<file path="src/lvprx_pkg.sv">
// Purpose: Shared constants and state type for the LVDS pixel receiver
// Assumes: 125 MHz system clock, classic Wishbone register access
// Notes:   All offsets, control and strap field positions and counts live here

package lvprx_pkg;

   // ****************************************
   // Panel geometry and link framing
   // ****************************************
   localparam logic [9:0] H_ACTIVE = 10'd800;
   localparam logic [9:0] V_ACTIVE = 10'd600;
   localparam logic [9:0] H_LAST = 10'd799;
   localparam logic [9:0] V_LAST = 10'd599;
   localparam int LANES = 4;
   localparam int SLOTS = 7;
   localparam logic [2:0] SLOT_FIRST = 3'h0;
   localparam logic [2:0] SLOT_NEXT = 3'h1;
   localparam logic [2:0] SLOT_LAST = 3'h6;

   // Slot positions of controls on lane two
   localparam int SLOT_HSYNC = 4;
   localparam int SLOT_VSYNC = 5;
   localparam int SLOT_DE = 6;

   // ****************************************
   // Timing
   // ****************************************
   localparam int CLK_PERIOD_NS = 8;
   localparam int PIX_CLK_TYP_MHZ = 40;
   localparam int LINK_IDLE_NS = 200;
   localparam logic [7:0] LINK_IDLE_CYC = 8'(LINK_IDLE_NS / CLK_PERIOD_NS);

   // ****************************************
   // Register map (byte addresses)
   // ****************************************
   localparam logic [7:0] ADR_CTRL = 8'h00;
   localparam logic [7:0] ADR_STATUS = 8'h04;
   localparam logic [7:0] ADR_POSITION = 8'h08;
   localparam logic [7:0] ADR_PIXEL = 8'h0C;
   localparam logic [7:0] ADR_FRAMES = 8'h10;

   // Control fields
   localparam int CTRL_EN = 0;
   localparam int CTRL_OVR = 1;
   localparam int CTRL_DEPTH8 = 2;
   localparam int CTRL_REV = 3;
   localparam logic [3:0] CTRL_RESET = 4'h1;

   // Strap vector positions
   localparam int STRAP_DEPTH = 0;
   localparam int STRAP_REV = 1;

   // ****************************************
   // Complete state of the receiver
   // ****************************************
   typedef struct packed {
      logic ck_s1;
      logic ck_s2;
      logic ck_prev;
      logic [3:0] ln_s1;
      logic [3:0] ln_s2;
      logic [1:0] strap_s1;
      logic [1:0] strap_s2;
      logic busy;
      logic done;
      logic [2:0] slot;
      logic [3:0][6:0] sh;
      logic [7:0] red;
      logic [7:0] green;
      logic [7:0] blue;
      logic hs;
      logic vs;
      logic de;
      logic pix_valid;
      logic [9:0] x;
      logic [9:0] y;
      logic [9:0] pos_x;
      logic [9:0] pos_y;
      logic [15:0] frames;
      logic [7:0] idle;
      logic link_up;
      logic [3:0] ctrl;
      logic ack;
      logic [31:0] dat;
   } lvprx_state_t;

endpackage

</file>
<file path="src/lvprx_receiver.sv">
// Purpose: Oversampling receiver for a one-channel LVDS pixel link
// Assumes: Lanes and link clock already converted to single-ended levels
// Notes:   Link clock is sampled by clk; one pixel is seven slots
//
// Overview of operation
// RULE_01: Map pixels onto 800 by 600 positions
// RULE_02: Support 6-bit and 8-bit colour per primary
// RULE_03: Depth strap high selects 8-bit decoding
// RULE_04: Lane zero: red 0-5, green 0
// RULE_05: Lane one: green 1-5, blue 0-1
// RULE_06: Lane two: blue 2-5, syncs, enable
// RULE_07: Lane three: red, green, blue 6-7
// RULE_08: In 6-bit mode lane three ignored
// RULE_09: Clock lane frames seven slots per pixel
// RULE_10: Reverse strap high reverses scan direction
// RULE_11: Host holds inputs low when unpowered (host model lets released lanes toggle)
// RULE_12: Pixel clock typically runs at 40 MHz
// RULE_13: Pixel valid only while display enable high
// RULE_14: Bit seven is each primary's MSB
// RULE_15: Host refreshes frames at about 60 Hz
// RULE_16: Seven slots per lane, slot 0 first
// RULE_17: Reserved lane three slot is ignored

`timescale 1ns/10ps

module lvprx_receiver (
   // System clock and reset
   input wire logic clk,
   input wire logic resetn,
   // Link pins
   input wire logic lvds_clock_pair,
   input wire logic lvds_lane_zero,
   input wire logic lvds_lane_one,
   input wire logic lvds_lane_two,
   input wire logic lvds_lane_three,
   // Straps
   input wire logic colour_depth_select,
   input wire logic reverse_scan_enable,
   // Wishbone slave
   input wire logic wb_cyc_i,
   input wire logic wb_stb_i,
   input wire logic wb_we_i,
   input wire logic [7:0] wb_adr_i,
   input wire logic [3:0] wb_sel_i,
   input wire logic [31:0] wb_dat_i,
   output logic [31:0] wb_dat_o,
   output logic wb_ack_o,
   // Pixel output
   output logic pixel_valid,
   output logic [7:0] pixel_red,
   output logic [7:0] pixel_green,
   output logic [7:0] pixel_blue,
   output logic horizontal_sync,
   output logic vertical_sync,
   output logic display_enable_strobe,
   output logic [9:0] pixel_column,
   output logic [9:0] pixel_row,
   output logic link_active
);

   lvprx_pkg::lvprx_state_t st_q;
   lvprx_pkg::lvprx_state_t st_d;

   logic clk_rise;
   logic rx_en;
   logic depth8;
   logic rev;
   logic [6:0] lane3;
   logic wb_req;

   // ****************************************
   // Next-state logic
   // ****************************************
   always_comb begin
      st_d = st_q;
      // Two-stage synchronisers on every link pin and strap; Wishbone inputs used directly
      st_d.ck_s1 = lvds_clock_pair;
      st_d.ck_s2 = st_q.ck_s1;
      st_d.ck_prev = st_q.ck_s2;
      st_d.ln_s1 = {lvds_lane_three, lvds_lane_two, lvds_lane_one,
                    lvds_lane_zero};
      st_d.ln_s2 = st_q.ln_s1;
      st_d.strap_s1 = {reverse_scan_enable, colour_depth_select};
      st_d.strap_s2 = st_q.strap_s1;

      clk_rise = st_q.ck_s2 & ~st_q.ck_prev;
      rx_en = st_q.ctrl[lvprx_pkg::CTRL_EN];
      // Straps unless software overrides them
      depth8 = st_q.ctrl[lvprx_pkg::CTRL_OVR] ?
               st_q.ctrl[lvprx_pkg::CTRL_DEPTH8] :
               st_q.strap_s2[lvprx_pkg::STRAP_DEPTH]; // see RULE_03
      rev = st_q.ctrl[lvprx_pkg::CTRL_OVR] ?
            st_q.ctrl[lvprx_pkg::CTRL_REV] :
            st_q.strap_s2[lvprx_pkg::STRAP_REV]; // see RULE_10
      // Lane three dropped in 6-bit mode
      lane3 = depth8 ? st_q.sh[3] : '0; // see RULE_08

      // Slot capture framed by the link clock rise
      st_d.done = 1'b0;
      if (clk_rise && rx_en) begin // see RULE_09
         for (int l = 0; l < lvprx_pkg::LANES; l++) begin
            st_d.sh[l][lvprx_pkg::SLOT_FIRST] = st_q.ln_s2[l]; // see RULE_16
         end
         st_d.slot = lvprx_pkg::SLOT_NEXT;
         st_d.busy = 1'b1;
      end else if (st_q.busy) begin
         for (int l = 0; l < lvprx_pkg::LANES; l++) begin
            st_d.sh[l][st_q.slot] = st_q.ln_s2[l]; // see RULE_16
         end
         st_d.slot = 3'(st_q.slot + 3'h1);
         if (st_q.slot == lvprx_pkg::SLOT_LAST) begin
            st_d.busy = 1'b0;
            st_d.done = 1'b1;
         end
      end

      // Pixel decode once all slots are in
      st_d.pix_valid = 1'b0;
      if (st_q.done) begin
         if (depth8) begin // see RULE_02
            st_d.red = {lane3[1:0], st_q.sh[0][5:0]}; // see RULE_04
            st_d.green = {lane3[3:2], st_q.sh[1][4:0],
                          st_q.sh[0][6]}; // see RULE_05
            st_d.blue = {lane3[5:4], st_q.sh[2][3:0],
                         st_q.sh[1][6:5]}; // see RULE_06
         end else begin
            // 6-bit data aligned to the top of each byte
            st_d.red = {st_q.sh[0][5:0], 2'h0}; // see RULE_14
            st_d.green = {st_q.sh[1][4:0], st_q.sh[0][6], 2'h0};
            st_d.blue = {st_q.sh[2][3:0], st_q.sh[1][6:5], 2'h0};
         end
         // Slot six of lane three never used: see RULE_17 and RULE_07
         st_d.hs = st_q.sh[2][lvprx_pkg::SLOT_HSYNC]; // see RULE_06
         st_d.vs = st_q.sh[2][lvprx_pkg::SLOT_VSYNC];
         st_d.de = st_q.sh[2][lvprx_pkg::SLOT_DE];

         if (st_q.sh[2][lvprx_pkg::SLOT_DE]) begin // see RULE_13
            st_d.pix_valid = 1'b1;
            st_d.pos_x = rev ? 10'(lvprx_pkg::H_LAST - st_q.x) : st_q.x;
            st_d.pos_y = rev ? 10'(lvprx_pkg::V_LAST - st_q.y) : st_q.y;
            if (st_q.x == lvprx_pkg::H_LAST) begin // see RULE_01
               st_d.x = '0;
               if (st_q.y == lvprx_pkg::V_LAST) begin
                  st_d.y = '0;
                  st_d.frames = 16'(st_q.frames + 16'h1);
               end else begin
                  st_d.y = 10'(st_q.y + 10'h1);
               end
            end else begin
               st_d.x = 10'(st_q.x + 10'h1);
            end
         end else if (st_q.sh[2][lvprx_pkg::SLOT_VSYNC]) begin
            st_d.x = '0;
            st_d.y = '0;
         end else if (st_q.x != '0) begin
            // Short line closed by enable going low
            st_d.x = '0;
            st_d.y = (st_q.y == lvprx_pkg::V_LAST) ? '0 :
                     10'(st_q.y + 10'h1);
         end
      end

      // Link watchdog, sized for a 40 MHz class clock
      if (clk_rise) begin // see RULE_12
         st_d.idle = '0;
         st_d.link_up = 1'b1;
      end else if (st_q.idle == lvprx_pkg::LINK_IDLE_CYC) begin
         st_d.link_up = 1'b0;
      end else begin
         st_d.idle = 8'(st_q.idle + 8'h1);
      end

      // Wishbone slave, one wait state, ack for one cycle
      wb_req = wb_cyc_i & wb_stb_i & ~st_q.ack;
      st_d.ack = wb_req;
      if (wb_req) begin
         st_d.dat = '0;
         if (wb_we_i) begin
            if (wb_adr_i == lvprx_pkg::ADR_CTRL && wb_sel_i[0]) begin
               st_d.ctrl = wb_dat_i[3:0];
            end
         end else begin
            case (wb_adr_i)
               lvprx_pkg::ADR_CTRL: begin
                  st_d.dat = {28'h0, st_q.ctrl};
               end
               lvprx_pkg::ADR_STATUS: begin
                  st_d.dat = {29'h0, st_q.link_up, rev, depth8};
               end
               lvprx_pkg::ADR_POSITION: begin
                  st_d.dat = {6'h0, st_q.pos_y, 6'h0, st_q.pos_x};
               end
               lvprx_pkg::ADR_PIXEL: begin
                  st_d.dat = {5'h0, st_q.de, st_q.vs, st_q.hs,
                              st_q.red, st_q.green, st_q.blue};
               end
               lvprx_pkg::ADR_FRAMES: begin
                  st_d.dat = {16'h0, st_q.frames};
               end
               default: begin
                  st_d.dat = '0;
               end
            endcase
         end
      end
   end

   // ****************************************
   // State register
   // ****************************************
   always_ff @(posedge clk or negedge resetn) begin
      if (!resetn) begin
         st_q <= '0;
         st_q.ctrl <= lvprx_pkg::CTRL_RESET;
      end else begin
         st_q <= st_d;
      end
   end

   // ****************************************
   // Outputs
   // ****************************************
   assign wb_dat_o = st_q.dat;
   assign wb_ack_o = st_q.ack;
   assign pixel_valid = st_q.pix_valid;
   assign pixel_red = st_q.red;
   assign pixel_green = st_q.green;
   assign pixel_blue = st_q.blue;
   assign horizontal_sync = st_q.hs;
   assign vertical_sync = st_q.vs;
   assign display_enable_strobe = st_q.de;
   assign pixel_column = st_q.pos_x;
   assign pixel_row = st_q.pos_y;
   assign link_active = st_q.link_up;
endmodule

</file>
<file path="config.mk">
export PLATFORM = sky130hd
export DESIGN_NAME = lvprx_receiver
export DESIGN_NICKNAME = d
export VERILOG_FILES = /design/src/lvprx_pkg.sv /design/src/lvprx_receiver.sv
export SDC_FILE = /design/constraint.sdc
export NUM_CORES = 1
export LEC_CHECK = 0
export BUFFER_PORTS_ARGS = -buffer_cell sky130_fd_sc_hd__clkbuf_2
export CORE_MARGIN = 10
export CORE_UTILIZATION = 57
export CTS_CLUSTER_SIZE = 10
export DETAILED_ROUTE_END_ITERATION = 10
export GPL_TIMING_DRIVEN = 0
export PLACE_DENSITY = 0.8
export SETUP_SLACK_MARGIN = 0.4
export SLEW_MARGIN = 0
export SYNTH_ARGS = -nofsm -noshare
export SYNTH_HDL_FRONTEND = slang
export SYNTH_SLANG_ARGS = --single-unit
</file>
<file path="constraint.sdc">
create_clock -name clk -period 2.3 [get_ports clk]
set_input_delay 0.115 -clock clk [delete_from_list [all_inputs] [get_ports clk]]
set_output_delay 0.115 -clock clk [all_outputs]
set_load 0.005 [all_outputs]
</file>
==> flow_summary_export.csv, run 1 <==
group,metric,value,unit
sta,final-hold-violation-count,0,
finish,area_growth,24.3,%
routing,wl_per_cell,18.2,µm
grt,use_met2,34.7,%
die,die_h,142,µm
clock_network,htree_levels,4,
setup_path,arrival,2.35,ns
clock_network,numClockSinks,172,
finish,multiInputGateArea,3600,µm²
finish,insertedDiodeCount,0,
synth,netlist_top_cells_count,"dfrtp_1 (171), buf_4 (78), nand2_1 (76), o21ai_0 (65), nor2_1 (55)",
die,start_util,58.4,%
place,place_hpwl,14400,µm
sta,fin_crit_sh,88.4,%
setup_path,endpoint_kind,"flip-flop",
synth,synth-edff-count,0,
sta,fmax,0.492,GHz
synth,netlist.top_cell.by_area,"dfrtp_1",
synth,synth_top_area_share,50.5,%
setup_path,start_kind,"flip-flop",
synth,synthCells,799,
synth,synthArstFlopShare,100,%
die,io_pins,138,
die,rows,44,
setup_path,critPathRequiredTime,2.61,ns
grt,groute.layer.met3.usage,6.07,%
routing,drc,0,
die,placeableCoreArea,14500,µm²
place,placement.io_buffers,99,
synth,ys_top_cells_by_area,"dfrtp_1 (50%), buf_4 (6.9%), mux2i_1 (5.1%)",
grt,met1_usage,24.3,%
die,dieWidth,142,µm
setup_path,cp_num_buf_inv,2,
grt,grt_overflow,0,
clock_network,cts_buffers,17,
synth,synth_area_per_cell,10.6,µm²
grt,grt_start_max_net_pins,98,
routing,routed-via-count,6495,
finish,nets,1030,
pwr,p_leak,5.26,nW
sta,postLayoutSetupSlackWorst,0.267,ns
setup_path,r2r_slack,0.27,ns
status,status,"finished clean",
clock_network,cts_tree,"done",
finish,seqCellArea,4310,µm²
grt,grt_pass1_vias,6396,
synth,ys_warn_count,0,
pwr,vdd_drop_max,0.506,mV
routing,routed_via_density,5.61,
grt,track_usage,20.5,%
flow_run,drv_cap,0,
min_path,hp-class,"in2reg",
clock_network,clk_pin_slew,0.06,ns
synth,ys.flop_type,"dfrtp_1",
setup_path,critPathMaxFanout,7,
synth,netlist_area,8480,µm²
grt,grt-busiest-layer,"met2",
sta,rsz0062_at_grt,"yes",
die,dieArea,20200,µm²
clock_network,cts_buffer_depth,2,
grt,grt_pass1_wl,33100,µm
sta,clock_skew,0.00731,ns
sta,drv_slew,0,
clock_network,clock_latency,0.43,ns
finish,drive_gt1_share,34.4,%
place,gp_congestion,0.858,
setup_path,path_delay_family,"simple AND/OR/NAND/NOR gates",
synth,synth_seq_area_share,50.8,%
synth,synthDistinctLibCells,58,
routing,detail-route-antenna-nets,0,
grt,antenna_found_initial,0,
place,dp_slack,0.0654,ns
sta,period_needed,2.03,ns
synth,yosysMostFrequentCell,"dfrtp_1",
sta,setup_viol,0,
sta,slew_headroom,55.2,%
setup_path,cp_slowest_cell,"or4_4",
setup_path,cpPeakStageDelay,0.56,ns
routing,dr.pass1.iters,5,
sta,worst_slew_pin_slew,0.671,ns
synth,ys_ff_latch,172,
routing,drt_wl_total,21000,µm
clock_network,cts_root_buffer,"clkbuf_16",
finish,n_fill_cell,1008,
routing,drt-initial-drc-count,392,
pwr,p_per_area,669,nW/µm²
setup_path,cp_common_cell,"buf_6",
setup_path,cp_cell_sequence,"or4_4 > o31ai_4 > buf_6 > or2_4 > buf_6 > nand2b_4 > o21ai_2",
sta,whs,0.0780,ns
setup_path,critPathKind,"reg2reg",
[cells in the final DEF (no fill, tap or decap), drive strengths merged, types with 4 or more instances in the layout]
master	instances
o31ai	7
o2bb2ai	6
nand4	6
bufinv	7
dlygate4sd3	12
nor2	55
a21oi	38
buf	119
and4	4
clkbuf	142
o21ai	68
and3	12
dfrtp	171
nor3b	5
inv	15
nand2b	9
a22oi	6
nor3	4
xnor2	25
o22ai	5
o41ai	6
xor2	12
ha	12
nand3	20
mux2i	43
and2	5
nor2b	4
conb	5
mux2	36
a31oi	4
nand2	76
[tightest hold or removal path: stages]
cell      delay (ns)
clkbuf_2        0.12
nor4_4          0.07
a22o_1          0.17
[metrics by stage]
stage | cells | area (µm²) | util, % | TNS (ns) | power, W
2_1_floorplan | 803 | 8500 | - | 0 | 0.00354
3_3_place_gp | 1086 | 9230 | 63.5 | -333.84 | 0.00369
3_5_place_dp | 1087 | 9260 | 63.7 | 0 | 0.00371
4_1_cts | 1145 | 10300 | 70.7 | 0 | 0.00706
5_1_grt | 1158 | 10500 | 72.5 | 0 | 0.00726
6_report | 1158 | 10500 | 72.5 | 0 | 0.00705
[state kept, by name, summed over array words and instances, names as in the netlist, 8 cells and up]
signal	flops
st_q	86
wb_dat_o	27
pixel_column	10
pixel_row	10
pixel_blue	8
pixel_green	8
pixel_red	8
st_d	8
[repair_timing]
item,in CTS,in global routing
gates resized for setup,27,44
pin swaps,8,3
cloned,2,0
setup endpoints to repair,67,69
setup buffers,13,13
hold buffers,12,0
endpoints found under the hold margin,86,0
[layer usage]
| layer | vias up | share of wire [%] |
|---|---|---|
| met1 | 3236 | 40 |
| met3 | 45 | 6.7 |
| li1 | 3011 | - |
| met2 | 203 | 51 |
| met4 | 0 | 2.6 |
| met5 | - | 0 |
[final timing paths]
kind,start,endpoint,cells after the start
setup / recovery,st_q[95]$_DFFE_PN0P_,st_q[96]$_DFFE_PN0P_,7
hold / removal,wb_we_i,wb_dat_o[0]$_DFFE_PN0P_,3
setup reg to reg,st_q[95]$_DFFE_PN0P_,st_q[96]$_DFFE_PN0P_,7
hold reg to reg,st_d[167]$_DFF_PN0_,st_q[167]$_DFF_PN0_,0
max in group asynchronous,resetn,pixel_green[2]$_DFFE_PN0P_,3
min in group asynchronous,resetn,st_q[90]$_DFFE_PN0P_,2
[area by class of cell]
class                      count  share of cell area (%)
inverter                      15                   0.534
clock buffer                  20                    4.24
buffer                       113                    7.39
clock inverter                11                    2.28
timing repair buffer         140                    8.29
tap                          184                    2.18
multi-input combinational    503                    34.2
sequential                   172                    40.9
[report_power, final]
group          internal, W  leakage [nW]  switching (W)
sequential         0.00314          2.34       0.000117
clock              0.00217         0.330        0.00118
combinational     0.000204          2.59       0.000245
[kinds of logic after synthesis]
logic type	share of synthesized area, %
flops	50.8
other cells	0.0442
fa+ha+maj	1.77
compound gates	11.1
buf+inv	9.57
xor+xnor	3.82
simple gates	13.1
mux	9.86
Power figures use the tool's default switching activity.
==> run 2, diff against run 1 <==
- CORE_UTILIZATION: 57 -> 40
- PLACE_DENSITY: 0.8 -> default
- TNS_END_PERCENT: default -> 10
==> run 2 against run 1 <==
Against the previous run: cell area down 2.0%; sequential share of layout area is 0.85 points higher; clock skew rose by 0.0058 ns; utilization shrank 23 points; power decreased by 6.6%.
==> flow_summary_export.csv, run 2 (synthesis gave the netlist of run 1 again) <==
group,metric,value,unit
pwr,internal_power,0.00488,W
setup_path,arrival,2.32,ns
finish,area_growth,21.7,%
finish,final_common_cell,"dfrtp_1",
setup_path,critPathMaxFanout,5,
pwr,clkPwrFrac,44.2,%
sta,final-hold-violation-count,0,
finish,n_fill_cell,1928,
setup_path,start_kind,"flip-flop",
pwr,p_per_area,638,nW/µm²
clock_network,cts_root_buffer,"clkbuf_16",
place,place_hpwl,15300,µm
pwr,seqPwrFrac,49.3,%
status,status,"finished clean",
flow_run,drv_cap,0,
grt,grt_overflow,0,
pwr,p_sw,0.00170,W
routing,detail-route-antenna-nets,0,
die,io_pins,138,
clock_network,numClockSinks,172,
die,start_util,40.5,%
grt,track_usage,15.1,%
sta,slew_headroom,51.8,%
grt,antenna_found_initial,0,
pwr,p_sw_share,25.8,%
clock_network,cts_buffers,17,
setup_path,critPathRequiredTime,2.61,ns
pwr,finalPower,0.00658,W
routing,drt_wl_total,20700,µm
sta,clock_skew,0.0131,ns
finish,regMostFlops,"st_q",
routing,wl_per_cell,16.7,µm
pwr,pwr-share-comb,6.6,%
die,dieWidth,166,µm
finish,final_core_util,49.3,%
die,dieArea,27400,µm²
routing,drc,0,
setup_path,critPathKind,"reg2reg",
sta,postLayoutSetupSlackWorst,0.285,ns
finish,drive_gt1_share,32.7,%
grt,grt_pass1_vias,6148,
sta,drv_slew,0,
routing,dr.pass1.iters,5,
clock_network,clk_pin_slew,0.07,ns
die,rows,53,
finish,largest_reg_flops,86,
routing,routed_via_density,4.96,
grt,grt_pass1_wl,34100,µm
sta,fmax,0.496,GHz
pwr,vdd_drop_max,0.586,mV
place,dp_slack,-0.0173,ns
sta,worst_slew_pin_slew,0.723,ns
sta,whs,0.0808,ns
grt,grt_start_max_net_pins,104,
setup_path,endpoint_kind,"flip-flop",
clock_network,cts_buffer_depth,2,
die,placeableCoreArea,21000,µm²
sta,rsz0062_at_grt,"yes",
sta,setup_viol,0,
clock_network,cts_tree,"done",
finish,insertedDiodeCount,0,
place,placement.io_buffers,99,
place,gp_congestion,0.812,
min_path,hp-class,"in2reg",
finish,layout.cells.most_common_list,"dfrtp_1 (166), clkbuf_2 (99), buf_4 (94), nand2_1 (76), o21ai_0 (63)",
sta,period_needed,2.02,ns
sta,fin_crit_sh,87.6,%
routing,drt-initial-drc-count,403,
die,die_h,166,µm
finish,nets,1020,
clock_network,clock_latency,0.43,ns
clock_network,htree_levels,4,
pwr,p_leak,5.08,nW
routing,routed-via-count,6148,
[run 2: final timing paths]
check | from | end | slack (ns) | cells after the start
worst max register to register | st_q[92]$_DFFE_PN0P_ | st_q[85]$_DFFE_PN0P_ | 0.28 | 8
min in group asynchronous | resetn | st_q[90]$_DFFE_PN0P_ | 0.24 | 2
worst min-delay path | wb_we_i | wb_dat_o[1]$_DFFE_PN0P_ | 0.08 | 3
worst max-delay path | st_q[92]$_DFFE_PN0P_ | st_q[85]$_DFFE_PN0P_ | 0.28 | 8
worst min register to register | st_d[164]$_DFF_PN0_ | st_q[164]$_DFF_PN0_ | 0.35 | 0
max in group asynchronous | resetn | st_q[137]$_DFFE_PN0P_ | 1.16 | 3
[run 2: worst max-delay path, stage by stage (launching register included)]
cell	delay, ns
dfrtp_2	0.44
inv_2	0.07
ha_2	0.14
or4b_4	0.46
o31ai_4	0.22
nand2b_4	0.19
or2_4	0.13
buf_2	0.16
o22ai_1	0.08
[run 2: power by group through the flow]
stage               Combinational [W]  Clock [W]  Sequential, W
floorplan                    0.000270          0        0.00327
global placement             0.000402          0        0.00330
detailed placement           0.000417          0        0.00330
CTS                          0.000445    0.00297        0.00324
global route                 0.000494    0.00310        0.00326
finish                       0.000432    0.00291        0.00324
[run 2: per-layer routing]
layer  part of all wire (%)  GRT usage [%]
met1                     45           19.4
met2                     49           24.8
met3                    4.7           3.74
met4                    1.2           4.08
met5                      0              0
[run 2: stage by stage]
stage	TNS (ns)	area, µm²	instances
global placement	-364.93	9340	1177
finish	0	10300	1240
detailed placement	-0.0188	9380	1178
floorplan	0	8500	803
global route	0	10300	1240
CTS	0	10200	1231
[run 2: repair_timing]
| item | 4_1_cts | 5_1_grt |
|---|---|---|
| hold buffers | 12 | 0 |
| endpoints found under the setup margin | 73 | 69 |
| setup buffers | 9 | 7 |
| cloned | 0 | 2 |
| gates resized for setup | 13 | 18 |
| endpoints found under the hold margin | 79 | 0 |
| pin swaps | 6 | 4 |
[run 2: layout make-up]
cell class,instances,area (µm²),area share (%)
clock buffer,17,425,4.12
sequential,172,4310,41.8
inverter,15,56.3,0.545
multi-input combinational,503,3470,33.6
buffer,113,761,7.37
timing repair buffer,130,785,7.60
tap,275,344,3.33
clock inverter,15,173,1.67
